<file path="config.mk">
export PLATFORM = sky130hd
export DESIGN_NAME = iqc_ctrl
export DESIGN_NICKNAME = d
export VERILOG_FILES = /design/src/core/iqc_pkg.sv /design/src/core/iqc_ctrl.sv /design/src/core/iqc_pin_sampler.sv /design/src/core/iqc_prio.sv
export SDC_FILE = /design/constraint.sdc
export NUM_CORES = 1
export LEC_CHECK = 0
export BUFFER_PORTS_ARGS = -buffer_cell sky130_fd_sc_hd__buf_2
export CAP_MARGIN = 5
export CORE_MARGIN = 10
export CORE_UTILIZATION = 55
export CTS_CLUSTER_SIZE = 12
export DETAILED_ROUTE_END_ITERATION = 16
export GPL_TIMING_DRIVEN = 0
export MAX_ROUTING_LAYER = met4
export PLACE_DENSITY = 0.83
export SETUP_SLACK_MARGIN = 0.05
export SYNTH_ARGS = -nofsm -noshare
export SYNTH_HDL_FRONTEND = slang
export SYNTH_SLANG_ARGS = --single-unit
</file>
<file path="constraint.sdc">
create_clock -name clk_i -period 4.2 [get_ports clk_i]
set_clock_uncertainty 0.15 [all_clocks]
set_input_delay 0.21 -clock clk_i [delete_from_list [all_inputs] [get_ports clk_i]]
set_output_delay 0.21 -clock clk_i [all_outputs]
set_load 0.02 [all_outputs]
</file>
<file path="src/core/iqc_pkg.sv">
// Constants and carrier types for the interrupt flag and control block.
// Assumes an 8-bit I/O register space reached by a 6-bit register address.
package iqc_pkg;

  // ==========================================================================
  // Register addresses
  localparam logic [5:0] ADDR_MCU_CONTROL = 6'h35;
  localparam logic [5:0] ADDR_TIMER_FLAGS = 6'h38;
  localparam logic [5:0] ADDR_TIMER_MASK = 6'h39;
  localparam logic [5:0] ADDR_GEN_FLAGS = 6'h3a;
  localparam logic [5:0] ADDR_GEN_MASK = 6'h3b;

  // ==========================================================================
  // Implemented bits of each register; all others read zero
  localparam logic [7:0] MASK_MCU_CONTROL = 8'h7b;
  localparam logic [7:0] MASK_GEN = 8'h60;
  localparam logic [7:0] MASK_TIMER = 8'h46;
  localparam logic [7:0] REG_RESET = 8'h00;

  // ==========================================================================
  // Field positions
  localparam int BIT_EXT_FLAG = 6;
  localparam int BIT_PC_FLAG = 5;
  localparam int BIT_CMP1 = 6;
  localparam int BIT_T1_OVF = 2;
  localparam int BIT_T0_OVF = 1;
  localparam int BIT_PULLUP_OFF = 6;
  localparam int BIT_SLEEP_EN = 5;
  localparam int BIT_SLEEP_MODE_HI = 4;
  localparam int BIT_SLEEP_MODE_LO = 3;
  localparam int BIT_SENSE_HI = 1;
  localparam int BIT_SENSE_LO = 0;

  // ==========================================================================
  // External sense and sleep mode encodings
  localparam logic [1:0] SENSE_LOW = 2'h0;
  localparam logic [1:0] SENSE_CHANGE = 2'h1;
  localparam logic [1:0] SENSE_FALL = 2'h2;
  localparam logic [1:0] SENSE_RISE = 2'h3;
  localparam logic [1:0] SLEEP_IDLE = 2'h0;
  localparam logic [1:0] SLEEP_NOISE_RED = 2'h1;
  localparam logic [1:0] SLEEP_POWER_DOWN = 2'h2;
  localparam logic [1:0] SLEEP_RESERVED = 2'h3;

  // ==========================================================================
  // Sources in priority order; vector address is index plus one
  localparam int NUM_SRC = 5;
  localparam int SRC_EXT = 0;
  localparam int SRC_PC = 1;
  localparam int SRC_CMP1 = 2;
  localparam int SRC_T1 = 3;
  localparam int SRC_T0 = 4;
  localparam logic [2:0] VEC_NONE = 3'h0;
  localparam int PORT_WIDTH = 6;
  localparam int PIN5_IDX = 5;

  // ==========================================================================
  // Carriers
  typedef struct packed {
    logic cmp1_match;
    logic t1_ovf;
    logic t0_ovf;
  } iqc_tmr_evt_t;

  typedef struct packed {
    logic irq_ack;
    logic gie_set;
    logic gie_clr;
    logic return_from_irq_instr;
    logic sleep_instr;
  } iqc_cpu_ctl_t;

endpackage : iqc_pkg

</file>
<file path="src/core/iqc_ctrl.sv">
// Interrupt flags, masks, external and pin-change detection, MCU control.
// Assumes the CPU acknowledges the vector shown on irq_vector_o and runs
// on the same clock; the register port answers reads one cycle later.
//
// How it works
// RQ1: External edge sets flag, vectors to one
// RQ2: Level sensing keeps external flag at zero
// RQ3: Pin change sets flag, vectors to two
// RQ4: Vector entry or written one clears flags
// RQ5: Compare match sets flag; ack or one clears
// RQ6: Enabled compare flag vectors to three
// RQ7: Timer1 overflow flag, clear, vector four
// RQ8: Timer0 overflow flag, clear, vector five
// RQ9: External pin works when driven as output
// RQ10: Low level requests continuously while low
// RQ11: Sense bits select low, change, fall, rise
// RQ12: Pins 0-4 always; pin 5 if input
// RQ13: Output pins and shared activity still count
// RQ14: Sample pins; pulses over one clock caught
// RQ15: Sleep instruction acts only with sleep enable
// RQ16: Sleep mode bits: idle, noise, down, reserved
// RQ17: Pullup off bit disables all pull-ups
// RQ18: Reserved bits read zero; reset clears all
// RQ19: Software disables external irq before sense change
// RQ20: Software sets sleep enable right before sleep
// RQ21: Taking irq clears global enable; return sets
// RQ22: Disabled flags stay pending until served
// RQ23: General mask holds ext and pin-change enables
// RQ24: Lowest vector address wins among pending
//
// The plain strobed port was decided locally.
`timescale 1ns/1ps
module iqc_ctrl
  import iqc_pkg::*;
(
  input wire logic clk_i, // System clock, 100 MHz
  input wire logic rst_i, // Async reset, active high
  input wire logic [5:0] addr_i, // Register address
  input wire logic [7:0] wdata_i, // Write data
  input wire logic wr_i, // Write strobe
  input wire logic rd_i, // Read strobe
  output logic [7:0] rdata_o, // Read data, cycle after rd_i
  input wire logic ext_pin_i, // External irq pin level, as read back
  input wire logic [PORT_WIDTH-1:0] port_pins_i, // Port pin levels
  input wire logic pin5_is_input_i, // Port pin 5 configured as input or I/O
  input wire iqc_tmr_evt_t tmr_evt_i, // Timer event pulses
  input wire iqc_cpu_ctl_t cpu_ctl_i, // CPU ack, enable and sleep strobes
  output logic irq_req_o, // Interrupt request to CPU
  output logic [2:0] irq_vector_o, // Vector address of the request
  output logic global_irq_enable_o, // Global enable state
  output logic sleep_enter_o, // One-cycle pulse: enter sleep
  output logic [1:0] sleep_mode_o, // Selected sleep mode
  output logic pullup_off_o // Disable port pull-ups
);

  // ==========================================================================
  // Register state
  logic [7:0] mcu_control_r;
  logic [7:0] general_irq_mask_r;
  logic [7:0] timer_irq_mask_r;
  logic ext_irq_flag_r, ext_irq_flag_nxt;
  logic pin_change_flag_r, pin_change_flag_nxt;
  logic cmp1_match_flag_r, cmp1_match_flag_nxt;
  logic timer1_overflow_flag_r, timer1_overflow_flag_nxt;
  logic timer0_overflow_flag_r, timer0_overflow_flag_nxt;
  logic global_irq_enable_r, global_irq_enable_nxt;
  logic irq_req_r;
  logic [2:0] irq_vector_r;
  logic [7:0] rdata_r;
  logic sleep_enter_r;

  // Decoded fields
  logic [1:0] ext_sense;
  logic ext_irq_enable, pin_change_enable;
  logic cmp1_match_irq_enable, timer1_overflow_irq_enable, timer0_overflow_irq_enable;
  assign ext_sense = {mcu_control_r[BIT_SENSE_HI], mcu_control_r[BIT_SENSE_LO]};
  assign ext_irq_enable = general_irq_mask_r[BIT_EXT_FLAG];
  assign pin_change_enable = general_irq_mask_r[BIT_PC_FLAG];
  assign cmp1_match_irq_enable = timer_irq_mask_r[BIT_CMP1];
  assign timer1_overflow_irq_enable = timer_irq_mask_r[BIT_T1_OVF];
  assign timer0_overflow_irq_enable = timer_irq_mask_r[BIT_T0_OVF];

  // Write strobe for one address
  function automatic logic wr_at(input logic [5:0] a);
    return wr_i && (addr_i == a);
  endfunction : wr_at

  // ==========================================================================
  // Pin sampling; the external pin rides along as the top bit.
  // The pin level is taken whatever the port direction, so driving the
  // pin as an output raises requests too.
  logic [PORT_WIDTH:0] smp_level, smp_change, smp_rise, smp_fall;

  iqc_pin_sampler #(
    .WIDTH(PORT_WIDTH + 1)
  ) u_sampler (
    .clk_i(clk_i),
    .rst_i(rst_i),
    .pins_i({ext_pin_i, port_pins_i}), // [RQ9] [RQ13]
    .level_o(smp_level),
    .change_o(smp_change),
    .rise_o(smp_rise),
    .fall_o(smp_fall)
  );

  // ==========================================================================
  // External request decode
  logic ext_edge_req, ext_level_req;
  always_comb begin
    ext_edge_req = 1'b0;
    case (ext_sense) // [RQ11]
      SENSE_CHANGE: ext_edge_req = smp_change[PORT_WIDTH];
      SENSE_FALL: ext_edge_req = smp_fall[PORT_WIDTH];
      SENSE_RISE: ext_edge_req = smp_rise[PORT_WIDTH];
      default: ext_edge_req = 1'b0;
    endcase
  end
  // Level request has no memory: it lasts exactly as long as the low pin
  assign ext_level_req = (ext_sense == SENSE_LOW) && !smp_level[PORT_WIDTH]; // [RQ10]

  // Pin change: low pins always, pin 5 only when it is an input
  logic [PORT_WIDTH-1:0] pc_qual;
  logic pc_req;
  always_comb begin
    pc_qual = {PORT_WIDTH{1'b1}};
    pc_qual[PIN5_IDX] = pin5_is_input_i; // [RQ12]
  end
  assign pc_req = |(smp_change[PORT_WIDTH-1:0] & pc_qual); // [RQ3] [RQ13]

  // ==========================================================================
  // Acknowledge decode: the CPU takes the vector currently shown
  logic [NUM_SRC-1:0] ack_hit;
  always_comb begin
    ack_hit = '0;
    for (int i = 0; i < NUM_SRC; i++) begin
      ack_hit[i] = cpu_ctl_i.irq_ack && (irq_vector_r == 3'(i + 1));
    end
  end

  // Write-one-to-clear of a flag bit at an address
  function automatic logic w1c(input logic [5:0] a, input int b);
    return wr_at(a) && wdata_i[b];
  endfunction : w1c

  // ==========================================================================
  // Flag next values: a new event wins over a clear in the same cycle
  always_comb begin
    ext_irq_flag_nxt = ext_edge_req
      || (ext_irq_flag_r && !ack_hit[SRC_EXT] && !w1c(ADDR_GEN_FLAGS, BIT_EXT_FLAG)); // [RQ1] [RQ4]
    if (ext_sense == SENSE_LOW) begin
      ext_irq_flag_nxt = 1'b0; // [RQ2]
    end
    pin_change_flag_nxt = pc_req
      || (pin_change_flag_r && !ack_hit[SRC_PC] && !w1c(ADDR_GEN_FLAGS, BIT_PC_FLAG)); // [RQ4]
    cmp1_match_flag_nxt = tmr_evt_i.cmp1_match
      || (cmp1_match_flag_r && !ack_hit[SRC_CMP1] && !w1c(ADDR_TIMER_FLAGS, BIT_CMP1)); // [RQ5]
    timer1_overflow_flag_nxt = tmr_evt_i.t1_ovf
      || (timer1_overflow_flag_r && !ack_hit[SRC_T1] && !w1c(ADDR_TIMER_FLAGS, BIT_T1_OVF)); // [RQ7]
    timer0_overflow_flag_nxt = tmr_evt_i.t0_ovf
      || (timer0_overflow_flag_r && !ack_hit[SRC_T0] && !w1c(ADDR_TIMER_FLAGS, BIT_T0_OVF)); // [RQ8]
  end

  // Flags simply hold while masked; masks never touch them
  always_ff @(posedge clk_i or posedge rst_i) begin
    if (rst_i) begin
      ext_irq_flag_r <= 1'b0;
      pin_change_flag_r <= 1'b0;
      cmp1_match_flag_r <= 1'b0;
      timer1_overflow_flag_r <= 1'b0;
      timer0_overflow_flag_r <= 1'b0;
    end else begin
      ext_irq_flag_r <= ext_irq_flag_nxt;
      pin_change_flag_r <= pin_change_flag_nxt; // [RQ22]
      cmp1_match_flag_r <= cmp1_match_flag_nxt;
      timer1_overflow_flag_r <= timer1_overflow_flag_nxt;
      timer0_overflow_flag_r <= timer0_overflow_flag_nxt;
    end
  end

  // ==========================================================================
  // Global enable: taking an interrupt closes it, return reopens it
  always_comb begin
    global_irq_enable_nxt = global_irq_enable_r;
    if (cpu_ctl_i.irq_ack || cpu_ctl_i.gie_clr) begin
      global_irq_enable_nxt = 1'b0; // [RQ21]
    end
    if (cpu_ctl_i.return_from_irq_instr || cpu_ctl_i.gie_set) begin
      global_irq_enable_nxt = 1'b1; // [RQ21]
    end
  end

  always_ff @(posedge clk_i or posedge rst_i) begin
    if (rst_i) begin
      global_irq_enable_r <= 1'b0;
    end else begin
      global_irq_enable_r <= global_irq_enable_nxt;
    end
  end

  // ==========================================================================
  // Control and mask registers; reserved bits are never stored
  always_ff @(posedge clk_i or posedge rst_i) begin
    if (rst_i) begin
      mcu_control_r <= REG_RESET;
      general_irq_mask_r <= REG_RESET;
      timer_irq_mask_r <= REG_RESET;
    end else begin
      if (wr_at(ADDR_MCU_CONTROL)) begin
        mcu_control_r <= wdata_i & MASK_MCU_CONTROL; // [RQ18]
      end
      if (wr_at(ADDR_GEN_MASK)) begin
        general_irq_mask_r <= wdata_i & MASK_GEN; // [RQ23]
      end
      if (wr_at(ADDR_TIMER_MASK)) begin
        timer_irq_mask_r <= wdata_i & MASK_TIMER; // [RQ18]
      end
    end
  end

  // ==========================================================================
  // Arbitration on next-cycle state, so the request drops the cycle after
  // an acknowledge instead of showing a stale vector
  logic [NUM_SRC-1:0] pend;
  logic pend_any;
  logic [2:0] pend_vec;
  always_comb begin
    pend = '0;
    pend[SRC_EXT] = (ext_irq_flag_nxt || ext_level_req) && ext_irq_enable; // [RQ1] [RQ10]
    pend[SRC_PC] = pin_change_flag_nxt && pin_change_enable; // [RQ3]
    pend[SRC_CMP1] = cmp1_match_flag_nxt && cmp1_match_irq_enable; // [RQ6]
    pend[SRC_T1] = timer1_overflow_flag_nxt && timer1_overflow_irq_enable; // [RQ7]
    pend[SRC_T0] = timer0_overflow_flag_nxt && timer0_overflow_irq_enable; // [RQ8]
  end

  iqc_prio u_prio (
    .pend_i(pend),
    .any_o(pend_any),
    .vector_o(pend_vec)
  );

  always_ff @(posedge clk_i or posedge rst_i) begin
    if (rst_i) begin
      irq_req_r <= 1'b0;
      irq_vector_r <= VEC_NONE;
    end else begin
      irq_req_r <= pend_any && global_irq_enable_nxt; // [RQ22]
      irq_vector_r <= (pend_any && global_irq_enable_nxt) ? pend_vec : VEC_NONE; // [RQ24]
    end
  end

  // ==========================================================================
  // Sleep: the instruction has no effect unless sleep enable is set
  always_ff @(posedge clk_i or posedge rst_i) begin
    if (rst_i) begin
      sleep_enter_r <= 1'b0;
    end else begin
      sleep_enter_r <= cpu_ctl_i.sleep_instr && mcu_control_r[BIT_SLEEP_EN]; // [RQ15]
    end
  end

  // ==========================================================================
  // Register read port; unmapped addresses read zero
  always_ff @(posedge clk_i or posedge rst_i) begin
    if (rst_i) begin
      rdata_r <= REG_RESET;
    end else begin
      rdata_r <= REG_RESET;
      if (rd_i) begin
        case (addr_i)
          ADDR_MCU_CONTROL: rdata_r <= mcu_control_r;
          ADDR_GEN_MASK: rdata_r <= general_irq_mask_r;
          ADDR_TIMER_MASK: rdata_r <= timer_irq_mask_r;
          ADDR_GEN_FLAGS: begin
            rdata_r[BIT_EXT_FLAG] <= ext_irq_flag_r; // [RQ18]
            rdata_r[BIT_PC_FLAG] <= pin_change_flag_r;
          end
          ADDR_TIMER_FLAGS: begin
            rdata_r[BIT_CMP1] <= cmp1_match_flag_r;
            rdata_r[BIT_T1_OVF] <= timer1_overflow_flag_r;
            rdata_r[BIT_T0_OVF] <= timer0_overflow_flag_r;
          end
          default: rdata_r <= REG_RESET;
        endcase
      end
    end
  end

  // Outputs straight from flops
  assign rdata_o = rdata_r;
  assign irq_req_o = irq_req_r;
  assign irq_vector_o = irq_vector_r;
  assign global_irq_enable_o = global_irq_enable_r;
  assign sleep_enter_o = sleep_enter_r;
  assign sleep_mode_o = {mcu_control_r[BIT_SLEEP_MODE_HI], mcu_control_r[BIT_SLEEP_MODE_LO]}; // [RQ16]
  assign pullup_off_o = mcu_control_r[BIT_PULLUP_OFF]; // [RQ17]
endmodule : iqc_ctrl

</file>
<file path="src/core/iqc_pin_sampler.sv">
// Samples pins into flops and flags changes and edges between samples.
// Assumes pin inputs are already synchronous to clk_i.
`timescale 1ns/1ps
module iqc_pin_sampler
  import iqc_pkg::*;
#(
  parameter int WIDTH = PORT_WIDTH
) (
  input wire logic clk_i, // System clock
  input wire logic rst_i, // Async reset, active high
  input wire logic [WIDTH-1:0] pins_i, // Raw pin levels
  output logic [WIDTH-1:0] level_o, // Sampled level
  output logic [WIDTH-1:0] change_o, // Level differs from previous sample
  output logic [WIDTH-1:0] rise_o, // Low to high between samples
  output logic [WIDTH-1:0] fall_o // High to low between samples
);

  logic [WIDTH-1:0] cur_r;
  logic [WIDTH-1:0] prev_r;

  // ==========================================================================
  // Two sample stages; edges are judged only on sampled values
  always_ff @(posedge clk_i or posedge rst_i) begin
    if (rst_i) begin
      cur_r <= '0;
      prev_r <= '0;
    end else begin
      cur_r <= pins_i; // [RQ14]
      prev_r <= cur_r;
    end
  end

  // Any level held across one clock edge is seen as a change
  assign level_o = cur_r;
  assign change_o = cur_r ^ prev_r; // [RQ14]
  assign rise_o = cur_r & ~prev_r;
  assign fall_o = ~cur_r & prev_r;
endmodule : iqc_pin_sampler

</file>
<file path="src/core/iqc_prio.sv">
// Fixed-priority pick among pending interrupt sources.
// Assumes index zero is the highest priority source.
`timescale 1ns/1ps
module iqc_prio
  import iqc_pkg::*;
(
  input wire logic [NUM_SRC-1:0] pend_i, // Enabled pending sources
  output logic any_o, // At least one pending
  output logic [2:0] vector_o // Winning vector, zero when none
);

  // Lowest index wins, which is also the lowest vector address
  function automatic logic [2:0] pick(input logic [NUM_SRC-1:0] p);
    logic [2:0] v;
    v = VEC_NONE;
    for (int i = NUM_SRC - 1; i >= 0; i--) begin
      if (p[i]) begin
        v = 3'(i + 1);
      end
    end
    return v;
  endfunction : pick

  assign any_o = |pend_i;
  assign vector_o = pick(pend_i); // [RQ24]

endmodule : iqc_prio

</file>
==> results of run 1 <==
worst min path at each step:
stage,cells past startpoint,end,startpoint
floorplan,0,u_sampler.level_o[0]$_DFF_PP0_,port_pins_i[0]
global placement,1,u_sampler.level_o[0]$_DFF_PP0_,port_pins_i[0]
detailed placement,1,u_sampler.level_o[1]$_DFF_PP0_,port_pins_i[1]
CTS,3,rdata_o[5]$_DFF_PP0_,addr_i[0]
global route,3,rdata_o[5]$_DFF_PP0_,addr_i[0]
finish,3,rdata_o[5]$_DFF_PP0_,addr_i[0]
cell usage in the layout, fill, tap and decap left out, drive strengths merged, types with 4 or more instances in the layout:
cell         netlist  final
nor2              11     11
inv                8      8
nand2              7      7
buf                4     51
dfrtp             43     43
xor2               6      6
clkbuf             0      7
dlygate4sd3        0     21
mux2              11     11
a21oi              4      4
and2               4      4
nand3              7      7
tightest hold or removal path: stages:
cell,delay (ns)
buf_6,0.12
o31a_1,0.15
nor2_1,0.04
per-stage QoR:
| step | cells | utilization (%) | setup WS, ns |
|---|---|---|---|
| global route | 267 | 77.3 | 1.95 |
| finish | 267 | 77.3 | 2.11 |
| detailed placement | 238 | 68.2 | 2.16 |
| global placement | 238 | 68.2 | 2.16 |
| floorplan | 147 | - | 2.35 |
| CTS | 267 | 77.3 | 2.11 |
timing repair:
action,in CTS,in global routing
endpoints found under the hold margin,64,0
hold buffers,21,0
buffers inserted,0,0
kinds of logic (layout without fill, tap and decap cells):
family / Yosys count / count (layout) / share of synthesized area [%]
AND/OR/NAND/NOR: 46 / 46 / 15.2
flip-flops: 43 / 43 / 58.3
AO/OA/AOI/OAI: 24 / 24 / 9.90
multiplexers: 13 / 13 / 8.68
buffers and inverters: 12 / 88 / 3.46
XOR/XNOR: 6 / 6 / 2.85
adder cells (fa/ha/maj): 2 / 2 / 1.36
other: 1 / 1 / 0.203
flip-flops by register name (all words and copies together) (netlist names):
signal and cells:
cmp1_match_flag_r 1, global_irq_enable_o 1, mcu_control_r 6, irq_req_o 1, sleep_enter_o 1, u_sampler.prev_r 7, general_irq_mask_r 2, pin_change_flag_r 1
timer1_overflow_flag_r 1, timer0_overflow_flag_r 1, rdata_o 7, u_sampler.level_o 7, irq_vector_o 3, timer_irq_mask_r 3, ext_irq_flag_r 1
cell type report:
type / instances / area [um2] / share of cell area [%]
Tap cell: 44 / 55.1 / 2.28
Clock inverter: 1 / 7.51 / 0.311
Buffer: 4 / 33.8 / 1.40
Sequential cell: 43 / 1080 / 44.5
Multi-Input combinational cell: 92 / 704 / 29.1
Inverter: 8 / 30.0 / 1.24
Clock buffer: 7 / 65.1 / 2.69
Timing Repair Buffer: 68 / 445 / 18.4
where the power goes:
| group | switching (uW) | internal, uW |
|---|---|---|
| Clock | 127 | 97.8 |
| Sequential | 30.9 | 448 |
| Combinational | 85.0 | 82.9 |
| Total | 243 | 629 |
routing by layer:
layer,track usage [%],vias up,routed length (um)
li1,-,672,-
met1,15.5,704,1690
met2,25.2,60,2220
met3,5.99,7,326
met4,7.17,0,85
met5,-,-,0
==> impl_metrics.json, run 1 <==
{
  "grt_pass1_vias": 1542,
  "core_area_um2": 3130,
  "syn_inst": 147,
  "cap_violations": 0,
  "avgSynthCellArea_um2": 12.5,
  "drc_errors": 0,
  "start_kind": "flop",
  "worst_pin_slew_ns": 0.861,
  "grt_pass1_wl_um": 7130,
  "area_growth_pct": 31.1,
  "synth_top_area_share_pct": 58.3,
  "die-area_um2": 6070,
  "synth_top_area_cell": "dfrtp_1",
  "clkTransAtPathRegs_ns": 0.11,
  "final_nets": 258,
  "netlist-cell-type-count": 44,
  "critPathRequiredTime_ns": 4.34,
  "startpoint": "u_sampler.level_o[6]$_DFF_PP0_",
  "fmax_ghz": 0.478,
  "hold_viol_final": 0,
  "initial_core_util_pct": 59.0,
  "rsz0062_at_grt": "false",
  "h-tree-depth": 2,
  "crit_family": "compound AO/OA/AOI/OAI gates",
  "endpoint": "irq_vector_o[0]$_DFF_PP0_",
  "grt_use_total_pct": 15.2,
  "cp_max_fo": 4,
  "cts_buffers": 5,
  "worstPathArrival_ns": 2.23,
  "r2r_cells": 8,
  "cts_root_buffer": "clkbuf_4",
  "num_vias": 1443,
  "ir_worst_vdd_uv": 303,
  "final_cell_area_um2": 2420,
  "synth_area_leaders": "dfrtp_1, mux2_2, xor2_1",
  "setup_viol": 0,
  "overflow": 0,
  "wl_per_cell_um": 16.2,
  "path_class": "reg -> reg",
  "num_rows": 20,
  "worstSetupEndpointType": "flop",
  "setup-tns-final_ns": 0,
  "ys_seq_area_share_pct": 58.3,
  "async_reset_ff_share_pct": 100,
  "path_cells": "inv_1, ha_1, or2_2, a31oi_1, a31oi_1, a21oi_1, inv_1, a21oi_2",
  "cts_resized": 0,
  "vias_per_cell": 5.40,
  "synth_edf_count": 0,
  "pwr_density_cell_nw_per_um2": 361,
  "drtPass1Iterations": 4,
  "gp_congestion": 0.931,
  "slowest_delay_ns": 0.38,
  "mappedNetlistArea_um2": 1840,
  "critPathBufInv": 2,
  "synth.top_cells.by_count": "dfrtp_1, mux2_2, nor2_1",
  "period_share_pct": 49.8,
  "r2r-start": "u_sampler.level_o[6]$_DFF_PP0_",
  "yosys_warnings": 0,
  "cts_sinks": 43,
  "io_buffers": 47,
  "synth_most_common_cell": "dfrtp_1",
  "slowest_stage": "dfrtp_1",
  "r2r_end": "irq_vector_o[0]$_DFF_PP0_",
  "antenna_found_initial": 0,
  "hp-class": "in -> reg",
  "grt_max_degree": 44,
  "die_h_um": 77.9,
  "cts_tree": "built",
  "clk_latency_ns": 0.35,
  "dp_hpwl_um": 3130,
  "totalWireLength_um": 4320,
  "slew_headroom_pct": 42.5,
  "power.leakage_uw": 0.00118,
  "drt_iter0_drc": 166,
  "drive_gt1_share_pct": 35.9,
  "io_pins": 51,
  "insertedDiodeCount": 0,
  "total_power_uw": 872,
  "finalMaxSlewViolations": 0,
  "die_x_um": 77.9,
  "num-fill-cells": 208,
  "path_depth": 8,
  "synthFlopType": "dfrtp_1",
  "whs_ns": 0.0412,
  "period_needed_ns": 2.09,
  "antenna_left": 0,
  "placed_cell_area_um2": 2130,
  "synth_fp_nets": 183,
  "r2r_setup_slack_ns": 2.11,
  "ys_seq_elements": 43,
  "status": "finished clean",
  "cts_buffer_depth": 2
}
(Power assumes the default switching activity.)
==> run 2: changes to the inputs <==
- CORE_UTILIZATION: 55 -> 46
- PLACE_DENSITY: 0.83 -> 0.74
- clock period: 4.2 -> 1.9 ns (I/O delays scaled with it)
==> run 2 against run 1 <==
- combinational power increased to 2.6 times the previous value
- clock-buffer cell count decreased by 2
- setup slack got worse by 2.0 ns
- maximum frequency increased by 16%
- critical path depth unchanged
- utilization decreased by 9.0 points
- routed wire length increased by 3.9%
- sequential share of layout area decreased by 2.7 points
- final cell count increased by 3.4%
- worst hold slack got worse by 0.027 ns
- clock power increased to 3.1 times the previous value
- global-route usage decreased by 2.3 points
- critical endpoint is now irq_req_o$_DFF_PP0_
- largest cell class unchanged
==> impl_metrics.json, run 2 (same netlist as run 1, synthesis figures left out) <==
{
  "gp_congestion": 0.875,
  "cts_root_buffer": "clkbuf_8",
  "p_comb_share_pct": 19.6,
  "final_cell_mix": "buf_2, dfrtp_1, dlygate4sd3_1",
  "pwr-share-seq_pct": 48.5,
  "path_class": "reg -> reg",
  "worst_pin_slew_ns": 0.862,
  "whs_ns": 0.0140,
  "grt_pass1_vias": 1555,
  "rsz0062_at_grt": "true",
  "pwr_density_cell_nw_per_um2": 852,
  "dp_slack_ns": -0.187,
  "hp-class": "in -> reg",
  "drt_iter0_drc": 77,
  "die_h_um": 83.3,
  "p_switching_uw": 591,
  "finalMaxSlewViolations": 0,
  "hold_viol_final": 0,
  "cts_tree": "built",
  "die_x_um": 83.3,
  "area_growth_pct": 39.6,
  "drc_errors": 0,
  "cts_buffers": 5,
  "num_rows": 22,
  "num_vias": 1457,
  "power.leakage_uw": 0.00122,
  "cp_max_fo": 4,
  "antenna_found_initial": 0,
  "setup-tns-final_ns": 0,
  "cellInternalPower_uw": 1600,
  "initial_core_util_pct": 48.9,
  "worst_slack_ns": 0.0982,
  "final_nets": 263,
  "setup_viol": 0,
  "r2r_setup_slack_ns": 0.1,
  "core_area_um2": 3770,
  "worstPathArrival_ns": 1.87,
  "period_share_pct": 94.8,
  "wl_per_cell_um": 16.3,
  "worstSetupEndpointType": "flop",
  "grt_use_total_pct": 12.9,
  "totalWireLength_um": 4490,
  "period_needed_ns": 1.80,
  "final_common_cell": "buf_2",
  "overflow": 0,
  "total_power_uw": 2190,
  "h-tree-depth": 2,
  "status": "finished clean",
  "cts_buffer_depth": 2,
  "grt_pass1_wl_um": 7260,
  "slew_headroom_pct": 42.5,
  "clkTransAtPathRegs_ns": 0.08,
  "drive_gt1_share_pct": 39.9,
  "dp_hpwl_um": 3260,
  "p_sw_share_pct": 26.9,
  "io_pins": 51,
  "power.share.clock_pct": 31.8,
  "cap_violations": 0,
  "cts_sinks": 43,
  "insertedDiodeCount": 0,
  "vias_per_cell": 5.28,
  "fmax_ghz": 0.555,
  "clk_latency_ns": 0.30,
  "ir_worst_vdd_uv": 556,
  "antenna_left": 0,
  "io_buffers": 47,
  "critPathRequiredTime_ns": 1.96,
  "die-area_um2": 6940,
  "grt_max_degree": 44,
  "start_kind": "flop",
  "drtPass1Iterations": 4
}
## run 2: changes by cell type in the layout (fill, tap and decap cells not counted), sizes merged
cell         delta
bufinv          +1
buf             +3
clkinv          +2
clkbuf          -2
clkinvlp        -1
dlygate4sd3     +2
## run 2: area by class of cell
| cell class | count | area [um2] |
|---|---|---|
| Fill cell | 291 | 1200 |
| Clock inverter | 3 | 43.8 |
| Timing Repair Buffer | 73 | 488 |
| Tap cell | 48 | 60.1 |
| Buffer | 4 | 33.8 |
| Clock buffer | 5 | 68.8 |
| Sequential cell | 43 | 1080 |
| Multi-Input combinational cell | 92 | 773 |
| Inverter | 8 | 30.0 |
## run 2: worst paths after layout
| kind | startpoint | endpoint | cells past startpoint |
|---|---|---|---|
| hold / removal | addr_i[0] | rdata_o[5]$_DFF_PP0_ | 4 |
| min in group asynchronous | rst_i | u_sampler.prev_r[0]$_DFF_PP0_ | 3 |
| max in group asynchronous | rst_i | irq_vector_o[0]$_DFF_PP0_ | 3 |
| setup / recovery | u_sampler.level_o[6]$_DFF_PP0_ | irq_req_o$_DFF_PP0_ | 8 |
| setup reg to reg | u_sampler.level_o[6]$_DFF_PP0_ | irq_req_o$_DFF_PP0_ | 8 |
| hold reg to reg | u_sampler.level_o[2]$_DFF_PP0_ | u_sampler.prev_r[2]$_DFF_PP0_ | 0 |
## run 2: metrics by stage
stage	area, um2	utilization [%]	std cells
detailed placement	2140	56.7	242
finish	2570	68.3	276
global placement	2140	56.7	242
CTS	2500	66.4	275
floorplan	1840	-	147
global route	2570	68.3	276
## run 2: power groups by stage
stage / registers [uW] / logic [uW] / clock network (uW)
after global placement: 1070 / 326 / 0
after global routing: 1080 / 469 / 750
after detailed placement: 1080 / 339 / 0
final: 1060 / 431 / 699
after floorplan: 1090 / 189 / 0
after CTS: 1060 / 396 / 716
## run 2: critical path, cell delays in order (launching register included)
cell     delay (ns)
dfrtp_1        0.40
inv_2          0.08
ha_4           0.19
or2_4          0.25
a31oi_4        0.18
a31oi_4        0.06
a21oi_4        0.21
nor2_1         0.06
a21oi_1        0.14
## run 2: what timing repair did
action	in CTS	in global routing
buffers inserted	2	1
gates resized for setup	2	11
pin swaps	6	5
setup endpoints to repair	4	5
hold buffers	23	0
hold endpoints to repair	69	0
## run 2: metal layers
metal  wire length, um  vias up  global-route usage (%)
met4                78        0                    4.00
met5                 0        -                       -
met2              2200       60                    20.7
met3               291       11                    4.69
met1              1910      706                    14.6
li1                  -      680                       -
